==> src/rtl/pdm_pkg.sv <==
package pdm_pkg;
  localparam int          PDM_PORTS      = 5;
  localparam int          PDM_PINS       = 36;
  localparam int          PDM_REG_W      = 8;
  localparam int          PDM_NARROW_W   = 4;
  localparam int          PDM_NARROW_IDX = 4;
  // register indices; byte address is four times the index
  localparam logic [7:0]  PDM_P0_LO_IDX  = 8'h00;
  localparam logic [7:0]  PDM_P0_HI_IDX  = 8'h01;
  localparam logic [7:0]  PDM_P1_LO_IDX  = 8'h04;
  localparam logic [7:0]  PDM_P1_HI_IDX  = 8'h05;
  localparam logic [7:0]  PDM_P2_LO_IDX  = 8'h08;
  localparam logic [7:0]  PDM_P2_HI_IDX  = 8'h09;
  localparam logic [7:0]  PDM_P3_LO_IDX  = 8'h0c;
  localparam logic [7:0]  PDM_P3_HI_IDX  = 8'h0d;
  localparam logic [7:0]  PDM_P4_LO_IDX  = 8'h10;
  localparam logic [7:0]  PDM_P4_HI_IDX  = 8'h11;
  localparam logic [7:0]  PDM_BANK_IDX   = 8'h20;
  localparam logic [7:0]  PDM_LO_RESET   = 8'h00;
  localparam logic [7:0]  PDM_HI_RESET   = 8'hff;
  localparam logic        PDM_BANK_RESET = 1'b0;
  localparam logic [1:0]  PDM_CODE_PULL  = 2'b00;
  localparam logic [1:0]  PDM_CODE_STRG  = 2'b01;
  localparam logic [1:0]  PDM_CODE_HIZ   = 2'b10;
  localparam logic [1:0]  PDM_CODE_ODRN  = 2'b11;
endpackage

==> src/rtl/pdm_top.sv <==
// Implementation choice: the APB interface to the registers.
`timescale 1ns/1ns
// Notes on behaviour
// - each pin's two-bit drive code is the high-bit register bit over the low-bit register bit at the pin's position.
// - with the output value high, code 00 pulls up resistively, 01 drives strong and 10 or 11 leave the pin floating.
// - with the output value low, codes 00, 01 and 11 drive strong low and code 10 leaves the pin floating.
// - every pin resets to code 10, high-bit registers to all ones and low-bit registers to zeros, with its input off.
// - the low-bit register sets only the code's low bit and the high-bit register only its high bit.
// - each drive register is eight bits, bit n belonging to pin n of its port.
// - the upper nibble of both port 4 registers reads back the last value seen on the data bus.
// - the drive registers answer only while register bank 1 is selected.
module pdm_top #(
  parameter int ADDR_W = 12
) (
  // clock and reset
  input  wire logic                           CORE_CLK_IN,
  input  wire logic                           RESET_IN,
  // apb slave
  input  wire logic                           PSEL_IN,
  input  wire logic                           PENABLE_IN,
  input  wire logic                           PWRITE_IN,
  input  wire logic [ADDR_W-1:0]              PADDR_IN,
  input  wire logic [31:0]                    PWDATA_IN,
  output logic      [31:0]                    PRDATA_OUT,
  output logic                                PREADY_OUT,
  output logic                                PSLVERR_OUT,
  // output values from the port data registers, pin index is port*8+bit
  input  wire logic [pdm_pkg::PDM_PINS-1:0]   PORT_OUTPUT_VALUE_IN,
  // pad controls
  output logic      [pdm_pkg::PDM_PINS-1:0]   PIN_OUT,
  output logic      [pdm_pkg::PDM_PINS-1:0]   PIN_OE_N_OUT,
  output logic      [pdm_pkg::PDM_PINS-1:0]   PIN_PULLUP_EN_OUT,
  output logic      [pdm_pkg::PDM_PINS-1:0]   PIN_INPUT_EN_OUT,
  output logic                                BANK_SELECT_OUT
);
  import pdm_pkg::*;

  // the decode needs index bits [5:0] above a two-bit byte offset
  if (ADDR_W < 8 || ADDR_W > 32) begin : g_bad_addr_w
    $error("pdm_top: ADDR_W must lie between 8 and 32");
  end

  // register state
  logic [PDM_REG_W-1:0] lo_r   [PDM_PORTS];
  logic [PDM_REG_W-1:0] lo_nxt [PDM_PORTS];
  logic [PDM_REG_W-1:0] hi_r   [PDM_PORTS];
  logic [PDM_REG_W-1:0] hi_nxt [PDM_PORTS];
  logic                 bank_r;
  logic                 bank_nxt;
  logic [7:0]           last_bus_r;
  logic [7:0]           last_bus_nxt;
  logic [31:0]          prdata_nxt;
  logic                 pready_nxt;
  logic                 pslverr_nxt;

  // address decode
  logic [ADDR_W-3:0]    idx;
  logic [2:0]           dec_port;
  logic                 dec_half;
  logic                 dec_drive;
  logic                 dec_bank;
  logic                 dec_ok;
  logic                 setup;
  logic                 access_done;
  logic [7:0]           rd_byte;

  assign idx         = PADDR_IN[ADDR_W-1:2];
  assign dec_port    = idx[4:2];
  assign dec_half    = idx[0];
  assign dec_bank    = (PADDR_IN[1:0] == 2'h0) && (idx == (ADDR_W-2)'(PDM_BANK_IDX));
  // drive registers sit at port*4 + half; only visible in bank 1
  assign dec_drive   = (PADDR_IN[1:0] == 2'h0) && (idx[ADDR_W-3:5] == '0) && !idx[1]
                       && (dec_port < 3'(PDM_PORTS)) && bank_r;
  assign dec_ok      = dec_drive || dec_bank;
  assign setup       = PSEL_IN && !PENABLE_IN;
  assign access_done = PSEL_IN && PENABLE_IN && PREADY_OUT;

  always_comb begin
    rd_byte = 8'h00;
    if (dec_bank) begin
      rd_byte = {7'h00, bank_r};
    end else if (dec_drive) begin
      rd_byte = dec_half ? hi_r[dec_port] : lo_r[dec_port];
      if (dec_port == 3'(PDM_NARROW_IDX)) begin
        // stale bus nibble, software masks it
        rd_byte[7:4] = last_bus_r[7:4];
      end
    end
  end

  // bus answer is prepared in the setup cycle so that outputs come from flops;
  // this gives zero wait states in the access phase
  // a refused access still answers at once, so a stray address cannot hang the bus
  always_comb begin
    prdata_nxt  = 32'h0000_0000;
    pready_nxt  = 1'b0;
    pslverr_nxt = 1'b0;
    if (setup) begin
      pready_nxt  = 1'b1;
      pslverr_nxt = !dec_ok;
      prdata_nxt  = (!PWRITE_IN && dec_ok) ? {24'h00_0000, rd_byte} : 32'h0000_0000;
    end
  end

  always_comb begin
    for (int p = 0; p < PDM_PORTS; p++) begin
      lo_nxt[p] = lo_r[p];
      hi_nxt[p] = hi_r[p];
    end
    bank_nxt     = bank_r;
    last_bus_nxt = last_bus_r;
    if (access_done) begin
      // an errored read leaves zero here, as the bus carried zero
      last_bus_nxt = PWRITE_IN ? PWDATA_IN[7:0] : PRDATA_OUT[7:0];
      if (PWRITE_IN && dec_bank) begin
        bank_nxt = PWDATA_IN[0];
      end
      if (PWRITE_IN && dec_drive) begin
        // each register owns one bit of the code only
        if (dec_half) begin
          hi_nxt[dec_port] = PWDATA_IN[7:0];
        end else begin
          lo_nxt[dec_port] = PWDATA_IN[7:0];
        end
      end
    end
    // missing pins keep their reset code
    lo_nxt[PDM_NARROW_IDX][7:4] = PDM_LO_RESET[7:4];
    hi_nxt[PDM_NARROW_IDX][7:4] = PDM_HI_RESET[7:4];
  end

  always_ff @(posedge CORE_CLK_IN) begin
    if (RESET_IN) begin
      for (int p = 0; p < PDM_PORTS; p++) begin
        lo_r[p] <= PDM_LO_RESET;
        hi_r[p] <= PDM_HI_RESET;
      end
      bank_r      <= PDM_BANK_RESET;
      last_bus_r  <= 8'h00;
      PRDATA_OUT  <= 32'h0000_0000;
      PREADY_OUT  <= 1'b0;
      PSLVERR_OUT <= 1'b0;
    end else begin
      for (int p = 0; p < PDM_PORTS; p++) begin
        lo_r[p] <= lo_nxt[p];
        hi_r[p] <= hi_nxt[p];
      end
      bank_r      <= bank_nxt;
      last_bus_r  <= last_bus_nxt;
      PRDATA_OUT  <= prdata_nxt;
      PREADY_OUT  <= pready_nxt;
      PSLVERR_OUT <= pslverr_nxt;
    end
  end

  // pad control per pin
  logic [PDM_PINS-1:0] pin_nxt;
  logic [PDM_PINS-1:0] oe_n_nxt;
  logic [PDM_PINS-1:0] pull_nxt;
  logic [PDM_PINS-1:0] inen_nxt;
  logic [1:0]          code [PDM_PINS];

  genvar g;
  generate
    for (g = 0; g < PDM_PINS; g++) begin : g_pin
      assign code[g] = {hi_r[g/8][g%8], lo_r[g/8][g%8]};
    end
  endgenerate

  // pull-up and strong drive are never on together, so a pad never fights its own resistor
  always_comb begin
    for (int p = 0; p < PDM_PINS; p++) begin
      pin_nxt[p]  = 1'b0;
      oe_n_nxt[p] = 1'b1;
      pull_nxt[p] = 1'b0;
      inen_nxt[p] = (code[p] != PDM_CODE_HIZ);
      if (PORT_OUTPUT_VALUE_IN[p]) begin
        case (code[p])
          PDM_CODE_PULL: pull_nxt[p] = 1'b1;
          PDM_CODE_STRG: begin
            pin_nxt[p]  = 1'b1;
            oe_n_nxt[p] = 1'b0;
          end
          PDM_CODE_HIZ,
          PDM_CODE_ODRN: oe_n_nxt[p] = 1'b1;
        endcase
      end else begin
        // open-drain code still sinks the low level
        oe_n_nxt[p] = (code[p] == PDM_CODE_HIZ);
      end
    end
  end

  always_ff @(posedge CORE_CLK_IN) begin
    if (RESET_IN) begin
      PIN_OUT           <= '0;
      PIN_OE_N_OUT      <= '1;
      PIN_PULLUP_EN_OUT <= '0;
      PIN_INPUT_EN_OUT  <= '0;
      BANK_SELECT_OUT   <= 1'b0;
    end else begin
      PIN_OUT           <= pin_nxt;
      PIN_OE_N_OUT      <= oe_n_nxt;
      PIN_PULLUP_EN_OUT <= pull_nxt;
      PIN_INPUT_EN_OUT  <= inen_nxt;
      BANK_SELECT_OUT   <= bank_nxt;
    end
  end

  // checks; pad checks run on every pin so that whichever pin the bench drives is covered
  generate
    for (g = 0; g < PDM_PINS; g++) begin : g_pin_chk
      pull_when_high_a: assert property (@(posedge CORE_CLK_IN) disable iff (RESET_IN)
        (PORT_OUTPUT_VALUE_IN[g] && code[g] == PDM_CODE_PULL) |=> (PIN_PULLUP_EN_OUT[g] && PIN_OE_N_OUT[g]))
        else $error("pin not pulled up for code 00 high");

      strong_high_a: assert property (@(posedge CORE_CLK_IN) disable iff (RESET_IN)
        (PORT_OUTPUT_VALUE_IN[g] && code[g] == PDM_CODE_STRG) |=> (!PIN_OE_N_OUT[g] && PIN_OUT[g]))
        else $error("pin not driven high for code 01");

      open_drain_a: assert property (@(posedge CORE_CLK_IN) disable iff (RESET_IN)
        (PORT_OUTPUT_VALUE_IN[g] && code[g] == PDM_CODE_ODRN) |=> (PIN_OE_N_OUT[g] && !PIN_PULLUP_EN_OUT[g]))
        else $error("pin not released for code 11 high");

      strong_low_a: assert property (@(posedge CORE_CLK_IN) disable iff (RESET_IN)
        (!PORT_OUTPUT_VALUE_IN[g] && code[g] != PDM_CODE_HIZ) |=> (!PIN_OE_N_OUT[g] && !PIN_OUT[g]))
        else $error("pin not driven low");

      hiz_low_a: assert property (@(posedge CORE_CLK_IN) disable iff (RESET_IN)
        (code[g] == PDM_CODE_HIZ) |=> (PIN_OE_N_OUT[g] && !PIN_PULLUP_EN_OUT[g] && !PIN_INPUT_EN_OUT[g]))
        else $error("pin not floating for code 10");

      input_on_a: assert property (@(posedge CORE_CLK_IN) disable iff (RESET_IN)
        (code[g] != PDM_CODE_HIZ) |=> PIN_INPUT_EN_OUT[g])
        else $error("pin input off outside code 10");

      pin_quiet_a: assert property (@(posedge CORE_CLK_IN) disable iff (RESET_IN)
        !(PORT_OUTPUT_VALUE_IN[g] && code[g] == PDM_CODE_STRG) |=> !PIN_OUT[g])
        else $error("pin data high without strong high drive");
    end
  endgenerate

  reset_code_a: assert property (@(posedge CORE_CLK_IN)
    $fell(RESET_IN) |-> (hi_r[2] == 8'hff && lo_r[2] == 8'h00 && PIN_OE_N_OUT == '1))
    else $error("drive registers not at reset code");

  write_low_a: assert property (@(posedge CORE_CLK_IN) disable iff (RESET_IN)
    (access_done && PWRITE_IN && dec_drive && !dec_half && dec_port == 3'd1)
      |=> (lo_r[1] == $past(PWDATA_IN[7:0]) && hi_r[1] == $past(hi_r[1])))
    else $error("low-bit write wrong or touched high bits");

  stale_nibble_a: assert property (@(posedge CORE_CLK_IN) disable iff (RESET_IN)
    (setup && !PWRITE_IN && dec_drive && dec_port == 3'd4)
      |=> (PRDATA_OUT[7:4] == $past(last_bus_r[7:4]) && PRDATA_OUT[3:0] == $past(rd_byte[3:0])))
    else $error("port 4 upper nibble not last bus value");

  bank_gate_a: assert property (@(posedge CORE_CLK_IN) disable iff (RESET_IN)
    (setup && !bank_r && !dec_bank) |=> (PSLVERR_OUT && PRDATA_OUT == 32'h0))
    else $error("drive register reachable outside bank 1");

  write_high_a: assert property (@(posedge CORE_CLK_IN) disable iff (RESET_IN)
    (access_done && PWRITE_IN && dec_drive && dec_half && dec_port == 3'd1)
      |=> (hi_r[1] == $past(PWDATA_IN[7:0]) && lo_r[1] == $past(lo_r[1])))
    else $error("high-bit write wrong or touched low bits");

  error_write_a: assert property (@(posedge CORE_CLK_IN) disable iff (RESET_IN)
    (access_done && PWRITE_IN && !dec_ok)
      |=> (lo_r[1] == $past(lo_r[1]) && hi_r[1] == $past(hi_r[1])))
    else $error("refused write changed a drive register");

  bank_out_a: assert property (@(posedge CORE_CLK_IN) disable iff (RESET_IN)
    BANK_SELECT_OUT == bank_r)
    else $error("bank select output differs from bank bit");

  bank_read_a: assert property (@(posedge CORE_CLK_IN) disable iff (RESET_IN)
    (setup && !PWRITE_IN && dec_bank) |=> (PRDATA_OUT == {31'h0, $past(bank_r)} && !PSLVERR_OUT))
    else $error("bank read data wrong");

  misalign_err_a: assert property (@(posedge CORE_CLK_IN) disable iff (RESET_IN)
    (setup && PADDR_IN[1:0] != 2'h0) |=> (PSLVERR_OUT && PRDATA_OUT == 32'h0))
    else $error("misaligned access not refused");

  read_upper_a: assert property (@(posedge CORE_CLK_IN) disable iff (RESET_IN)
    PREADY_OUT |-> (PRDATA_OUT[31:8] == 24'h0))
    else $error("read data above bit 7 not zero");

  ready_setup_a: assert property (@(posedge CORE_CLK_IN) disable iff (RESET_IN)
    setup |=> PREADY_OUT)
    else $error("no answer in the first access cycle");

  narrow_fixed_a: assert property (@(posedge CORE_CLK_IN) disable iff (RESET_IN)
    (lo_r[4][7:4] == 4'h0) && (hi_r[4][7:4] == 4'hf))
    else $error("port 4 upper nibble changed");

  ready_pulse_a: assert property (@(posedge CORE_CLK_IN) disable iff (RESET_IN)
    PREADY_OUT |=> !PREADY_OUT)
    else $error("pready held longer than one cycle");
endmodule

==> config.mk <==
export PLATFORM = sky130hd
export DESIGN_NAME = pdm_top
export DESIGN_NICKNAME = d
export VERILOG_FILES = /design/src/rtl/pdm_pkg.sv /design/src/rtl/pdm_top.sv
export SDC_FILE = /design/constraint.sdc
export NUM_CORES = 1
export LEC_CHECK = 0
export ABC_CLOCK_PERIOD_IN_PS = 1700
export BUFFER_PORTS_ARGS = -buffer_cell sky130_fd_sc_hd__buf_4
export CORE_MARGIN = 3
export CORE_UTILIZATION = 46
export CTS_CLUSTER_DIAMETER = 120
export DETAILED_ROUTE_END_ITERATION = 16
export PLACE_DENSITY = 0.76
export SLEW_MARGIN = 40
export SYNTH_ARGS = -nofsm -noshare
export SYNTH_HDL_FRONTEND = slang
export SYNTH_SLANG_ARGS = --single-unit
export TNS_END_PERCENT = 100
==> constraint.sdc <==
create_clock -name CORE_CLK_IN -period 1.7 [get_ports CORE_CLK_IN]
set_input_delay 0.17 -clock CORE_CLK_IN [delete_from_list [all_inputs] [get_ports CORE_CLK_IN]]
set_output_delay 0.17 -clock CORE_CLK_IN [all_outputs]
set_load 0.02 [all_outputs]
== Word-level counts from Yosys, hierarchy flattened ==
Memory sizes are Yosys's and may differ from the RTL's.
Index checks and enable logic that the tools add are counted.

* $lt $le $gt $ge: 3
* Equality and inequality tests: 110
* Mux-type cells: 173
* Bitwise operators: 50
* Reductions and logical operators: 95

{| class="wikitable"
|+ Operators with widths
! cell !! count
|-
| $mux W40 || 6
|-
| $mux W1 || 150
|-
| $mux W8 || 13
|-
| $bwmux W40 || 2
|-
| $logic_not A2 Y1 || 37
|-
| $reduce_or A2 Y1 || 37
|-
| $eq A2 B1 Y1 const B || 36
|-
| $eq A2 B2 Y1 const B || 36
|-
| $ne A2 B2 Y1 const B || 36
|-
| $not A1 Y1 || 39
|-
| $demux W8 S3 || 1
|-
| $logic_and A1 B1 Y1 || 12
|-
| $eq A10 B6 Y1 const B || 1
|-
| $or A1 B1 Y1 || 10
|-
| $logic_not A5 Y1 || 1
|-
| $reduce_or A5 Y1 || 1
|-
| $ge A4 B4 Y1 const B || 1
|-
| $logic_not A1 Y1 || 4
|-
| $lt A4 B1 Y1 const B || 1
|-
| $mux W4 || 1
|-
| $not A3 Y4 || 1
|-
| $eq A3 B3 Y1 const B || 1
|-
| $lt A3 B3 Y1 const B || 1
|-
| $reduce_or A3 Y1 || 1
|-
| other kinds (2) || 2
|}

* Register bits after elaboration: 187
* Memory bits (writable): 80
* Bits of input ports: 85
* Output and inout port bits: 179
* Word-level logic and storage cells: 514
* Memories: 2

{| class="wikitable"
|+ Memory list
! memory !! words !! bits a word !! rd ports !! clocked after memory_dff !! write ports !! line !! source
|-
| hi_r || 5 || 8 || 6 || 0 || 5 || pdm_top.sv:46 || <nowiki>logic [PDM_REG_W-1:0] hi_r [PDM_PORTS];</nowiki>
|-
| lo_r || 5 || 8 || 6 || 0 || 5 || pdm_top.sv:44 || <nowiki>logic [PDM_REG_W-1:0] lo_r [PDM_PORTS];</nowiki>
|}

== Logic depth before layout (Yosys ltp) ==
Gate-level depths: netlist (run 1).

* Depth after elaboration: 10
* Mapped depth: 7
* Mapped depth without buffers: 4

== Worst setup path after synthesis (run 1) ==
Ideal clock, no wire load.

* Kind: reg2reg
* Start: register PREADY_OUT
* End: memory lo_r[1][0]
* Setup time: 0.072 ns
* Arrival: 1.717 ns
* Required time: 1.628 ns
* Path slack: -0.089 ns
* Cell stages (with the launch flop): 6
* Period minus slack after synthesis: 1.789 ns
* Cells stage by stage: dfxtp_1 > and3_1 > buf_2 > nand4_4 > nor4_4 > mux2i_1

{| class="wikitable"
|+ RTL lines
! item !! line !! source
|-
| start: declaration || pdm_top.sv:25 || <nowiki>output logic PREADY_OUT,</nowiki>
|-
| start signal: assignment || pdm_top.sv:151 || <nowiki>PREADY_OUT <= pready_nxt;</nowiki>
|-
| end: declaration || pdm_top.sv:44 ||
|}

==> impl_metrics.ini, run 1 <==
[pwr]
internal-power_mw = 9.11
seq_power_share_pct = 46.6
total_leakage_power_nw = 5.23
power_density_nw_per_um2 = 977
p_comb_share_pct = 4.9
clkPwrFrac_pct = 48.4
p_sw_mw = 2.50
irDropWorstVdd_v = 0.000806
p_sw_share_pct = 21.5
total_power_mw = 11.6

[yosys]
synth.area.top_cells = dfxtp_1 (54%), mux2i_1 (9.6%), and3_1 (5.4%)
synth_cell_type_count = 50
synth.top_cell.area_share_pct = 54.2
netlist.top_cell.by_area = dfxtp_1
synth-edff-count = 0
synth.most_common_cell = dfxtp_1
yosysSeqAreaShare_pct = 54.2
yosys_warnings = 0
ys_seq_elements = 231
netlist_area_um2 = 8530
async_reset_ff_share_pct = 0
synthCells = 786
synth_ff_type = dfxtp_1
synthTopCellsByCount = dfxtp_1 (231), mux2i_1 (82), and3_1 (73), nor2_1 (60), nand2b_1 (45)
avgSynthCellArea_um2 = 10.8

[floorplan]
io_pins = 264
initial_core_util_pct = 47.1
die_h_um = 142
die_x_um = 142
die-area_um2 = 20200
core_um2 = 18100
row_count = 49

[worst_setup_path]
crit_slowest_cell = dlygate4sd3_1
critPathKind = in2reg
critPathMaxStageDelay_ps = 540
cp-start-kind = input pin
crit_chain = dlygate4sd3_1, buf_4, buf_4, nor2_4, nand2_2, nor4_4, buf_6, mux2i_1
arrival_ps = 2050
critPathCaptureType = flip-flop
required_ps = 2130
worstPathMaxFanout = 9
path_common_cell = buf_4

[final_layout]
insertedDiodeCount = 0
drive_above_1_share_pct = 34.9
synthToLayoutAreaGrowth_pct = 39.4
n_fill_cell = 1429
nets = 1167

[grt]
grt-ovfl-total = 0
grt_max_degree = 130
antenna_found_initial = 0
grt_pass1_wl_um = 34400
grt_usage_pct = 21.3
grt_pass1_vias = 6462

[cts]
numCtsBuffers = 24
cts_tree = done
cts-root-buf = clkbuf_16
htreeDepth = 1
clkSinkCount = 231
clock_path_buffers = 3
clkSlewWorstSetupHoldPaths_ps = 60
clkLatencyLatePin_ps = 510
cts_setup_buffers = 0

[routing]
routed_wl_um = 22500
ant_nets = 0
drtIter0Drc = 280
vias = 6641
drc_errors = 0
wl_per_cell_um = 17.0
first_pass_iters = 4
avgViaCountPerCell = 5.00

[job]
maxCapViolations = 0

[place]
gp_congestion = 0.887
io_buffers = 215
dp_slack_ps = -75.2
dpl.hpwl_um = 16300

[sta]
skew_ps = 11.3
fin_crit_ps = 1620
fin_ws_ps = 79.5
period_share_pct = 95.3
slew_violations = 0
max_freq_mhz = 617
slew_headroom_pct = 60.4
finalHoldViolCount = 0
worstMarginPinSlew_ps = 592
setup_violations = 0

[run_status]
status = completed

[min_path]
hp-class = in2reg
## flip-flops by register name, indices dropped and copies added, names as in the netlist
name	flops
lo_r	36
PIN_OE_N_OUT	36
PRDATA_OUT	8
BANK_SELECT_OUT	1
last_bus_r	4
PIN_OUT	36
PIN_PULLUP_EN_OUT	36
PREADY_OUT	1
hi_r	36
PSLVERR_OUT	1
PIN_INPUT_EN_OUT	36
## critical path: cells and delay by family
kind                   cells  cell delay, ps
buffers and inverters      4            1090
multiplexers               1             210
AND/OR/NAND/NOR            3             550
## power groups by stage
stage	clock network, mW	registers [mW]	logic, mW
finish	5.63	5.42	0.570
global route	5.95	5.41	0.611
CTS	5.71	5.42	0.562
detailed placement	0	5.54	0.486
global placement	0	5.54	0.480
floorplan	0	5.54	0.286
## kinds of logic after synthesis
kind of cell / Yosys count / share of synthesized area (%)
AND/OR/NAND/NOR: 257 / 17.9
flip-flops: 231 / 54.2
buffers and inverters: 98 / 5.68
multiplexers: 94 / 12.4
AO/OA/AOI/OAI: 69 / 5.49
adder cells (fa/ha/maj): 36 / 4.23
other: 1 / 0.0440
## metal layers
metal | share of wire (%) | GRT usage (%) | vias to the layer above
met5 | 0 | 0 | -
li1 | - | - | 3268
met2 | 49 | 36.4 | 217
met3 | 7.4 | 5.14 | 26
met4 | 1.9 | 5.20 | 0
met1 | 42 | 27.3 | 3130
## layout make-up
| class | count | area (µm²) | share of cell area (%) |
|---|---|---|---|
| timing repair buffer | 306 | 2430 | 20.4 |
| inverter | 39 | 146 | 1.23 |
| clock inverter | 15 | 194 | 1.63 |
| sequential | 231 | 4630 | 38.9 |
| tap | 229 | 287 | 2.41 |
| multi-input combinational | 480 | 3530 | 29.7 |
| clock buffer | 29 | 671 | 5.64 |
## cell usage in the layout (no fill, tap or decap), drive strengths merged, types with 6 or more instances in the layout
master and instances:
clkbuf 29, and3 73, nand2 14, nor3 6, a211oi 7, mux2i 82
a21oi 39, nand2b 45, inv 41, clkinv 9, nor2 60, dlygate4sd3 40
maj3 36, buf 266, or2 36, conb 24, mux4 9, dfxtp 231
## per-stage QoR
stage	util [%]	setup TNS [ps]	cell area, µm²	hold WS (ps)	cells
floorplan	-	0	8620	309	809
finish	65.7	0	11900	10.2	1329
global route	65.7	-5.30	11900	17.2	1329
global placement	58.6	-379	10600	421	1245
CTS	65.6	0	11900	4.21	1329
detailed placement	58.6	-1610	10600	425	1245
## final timing paths
| kind | from | to | slack (ps) | depth (start not counted) |
|---|---|---|---|---|
| max | PADDR_IN[6] | lo_r[1][0]$_SDFFE_PP0P_ | 80 | 8 |
| min | PWDATA_IN[4] | hi_r[3][4]$_SDFFE_PP1P_ | 10 | 3 |
| max reg2reg | PREADY_OUT$_SDFF_PP0_ | hi_r[2][5]$_SDFFE_PP1P_ | 100 | 5 |
| min reg2reg | lo_r[2][0]$_SDFFE_PP0P_ | lo_r[2][0]$_SDFFE_PP0P_ | 480 | 2 |
## timing repair
item,CTS,global route
gates resized for setup,1,6
pin swaps,0,2
hold buffers,40,0
hold endpoints to repair,86,0
endpoints found under the setup margin,1,20
Power figures use the tool's default switching activity.
==> inputs of run 2 (changes only) <==
--- a/config.mk
+++ b/config.mk
@@ -11,7 +11,7 @@
 export CORE_UTILIZATION = 46
 export CTS_CLUSTER_DIAMETER = 120
 export DETAILED_ROUTE_END_ITERATION = 16
-export PLACE_DENSITY = 0.76
+export PLACE_DENSITY = 0.87
 export SLEW_MARGIN = 40
 export SYNTH_ARGS = -nofsm -noshare
 export SYNTH_HDL_FRONTEND = slang
==> run 2 against run 1 <==
  * Clock-buffer cell count stayed put
  * Fmax is 2.8% lower
  * Clock power decreased by 4.6%
  * Cell area shrank 0.58%
  * Total power fell by 2.3%
  * Sequential power hardly changed
  * Combinational power shrank 2%
  * Global-route usage grew 1.2 points
  * Sequential share of layout area rose by 0.23 points
  * Routed wire length increased by 5.5%
  * Non-clock buffer count shrank 4
  * Die area unchanged
==> impl_metrics.ini, run 2 (synthesis results as in run 1) <==
[run_status]
status = completed

[grt]
grt_pass1_vias = 6789
grt-ovfl-total = 0
grt_pass1_wl_um = 36100
grt_usage_pct = 22.5
antenna_found_initial = 0
grt_max_degree = 166

[worst_setup_path]
cp-start-kind = input pin
path_common_cell = buf_4
ff2ff_setup_slack_ps = 60
critPathCaptureType = flip-flop
crit_chain = dlygate4sd3_1, buf_4, buf_4, nor3_1, buf_4, nor3b_4, buf_4, mux2i_1
critPathMaxStageDelay_ps = 530
crit_slowest_cell = dlygate4sd3_1
arrival_ps = 2100
critPathKind = in2reg
worstPathMaxFanout = 10
required_ps = 2130

[floorplan]
io_pins = 264
core_um2 = 18100
die_x_um = 142
initial_core_util_pct = 47.1
die_h_um = 142
row_count = 49
die-area_um2 = 20200

[sta]
skew_ps = 9.88
grt_setup_unrepaired = yes
slew_headroom_pct = 49.3
slew_violations = 0
whs_ps = 27.7
period_share_pct = 98.1
worstMarginPinSlew_ps = 761
setup_violations = 0
finalHoldViolCount = 0
fin_ws_ps = 32.1
fin_crit_ps = 1670
max_freq_mhz = 600

[routing]
drtIter0Drc = 494
avgViaCountPerCell = 5.17
wl_per_cell_um = 18.0
first_pass_iters = 5
vias = 6843
ant_nets = 0
routed_wl_um = 23800
drc_errors = 0

[cts]
cts-root-buf = clkbuf_16
clkSinkCount = 231
cts_tree = done
clkLatencyLatePin_ps = 510
cts_setup_buffers = 0
numCtsBuffers = 24
clock_path_buffers = 3
htreeDepth = 1
clkSlewWorstSetupHoldPaths_ps = 60

[final_layout]
final_cell_area_um2 = 11800
mostFrequentLayoutCell = buf_4
nets = 1163
final_cell_mix = buf_4 (255), dfxtp_1 (229), mux2i_1 (82), and3_1 (72), nor2_1 (60)
synthToLayoutAreaGrowth_pct = 38.5
insertedDiodeCount = 0
drive_above_1_share_pct = 34.1

[pwr]
total_leakage_power_nw = 5.22
power_density_nw_per_um2 = 960
irDropWorstVdd_v = 0.000845

[place]
dpl.hpwl_um = 16800
io_buffers = 215
placed_cell_area_um2 = 10500
dp_slack_ps = -98.6
gp_congestion = 0.883

[min_path]
hp-class = in2reg

[job]
maxCapViolations = 0
==> run 2: cell types whose count changed in the layout (fill, tap and decap cells not counted), sizes merged <==
cell,before,now
inv,41,40
buf,266,259
dlygate4sd3,40,43
bufinv,4,3
==> run 2: metrics by stage <==
stage	std cells	utilization (%)	setup TNS (ps)	total power [mW]
final	1323	65.3	0	11.3
after detailed placement	1238	58.3	-1140	6.01
after global placement	1238	58.3	-1010	6.00
after floorplan	809	-	0	5.83
after CTS	1323	65.2	-4.20	11.4
after global routing	1323	65.3	-121	11.7
==> run 2: metal layers <==
layer / part of all wire (%) / global-route usage, % / up-vias
met5: 0 / 0 / -
met3: 7.4 / 4.60 / 56
met1: 39 / 27.1 / 3259
met2: 50 / 40.0 / 276
met4: 3.2 / 7.88 / 0
li1: - / - / 3252
==> run 2: layout make-up <==
cell class / count / area (µm²)
tap: 229 / 287
timing repair buffer: 302 / 2410
multi-input combinational: 480 / 3530
clock inverter: 13 / 144
sequential: 231 / 4630
fill: 1282 / 6270
inverter: 39 / 146
clock buffer: 29 / 671
==> run 2: final timing paths <==
check,start,to,cells after the start
max,PADDR_IN[6],hi_r[0][1]$_SDFFE_PP1P_,8
min,PWDATA_IN[2],hi_r[0][2]$_SDFFE_PP1P_,3
max reg2reg,PREADY_OUT$_SDFF_PP0_,hi_r[2][3]$_SDFFE_PP1P_,5
min reg2reg,hi_r[2][4]$_SDFFE_PP1P_,PIN_INPUT_EN_OUT[20]$_SDFF_PP0_,1
==> run 2: critical path, delay by kind of cell <==
kind                   cells  cell delay (ps)
muxes                      1              180
and+or+nand+nor            2              460
buffers and inverters      5             1290
==> run 2: report_power, final <==
group | switching (mW) | internal (mW) | total (mW) | leakage [nW]
registers | 0.00212 | 5.42 | 5.42 | 1.86
logic | 0.308 | 0.253 | 0.561 | 2.94
clock network | 2.11 | 3.26 | 5.37 | 0.413
total | 2.42 | 8.93 | 11.3 | 5.22
==> run 2: what timing repair did <==
| action | CTS | global route |
|---|---|---|
| gates resized for setup | 2 | 5 |
| hold endpoints to repair | 103 | 0 |
| endpoints found under the setup margin | 9 | 21 |
| hold buffers | 43 | 0 |
| pin swaps | 0 | 2 |
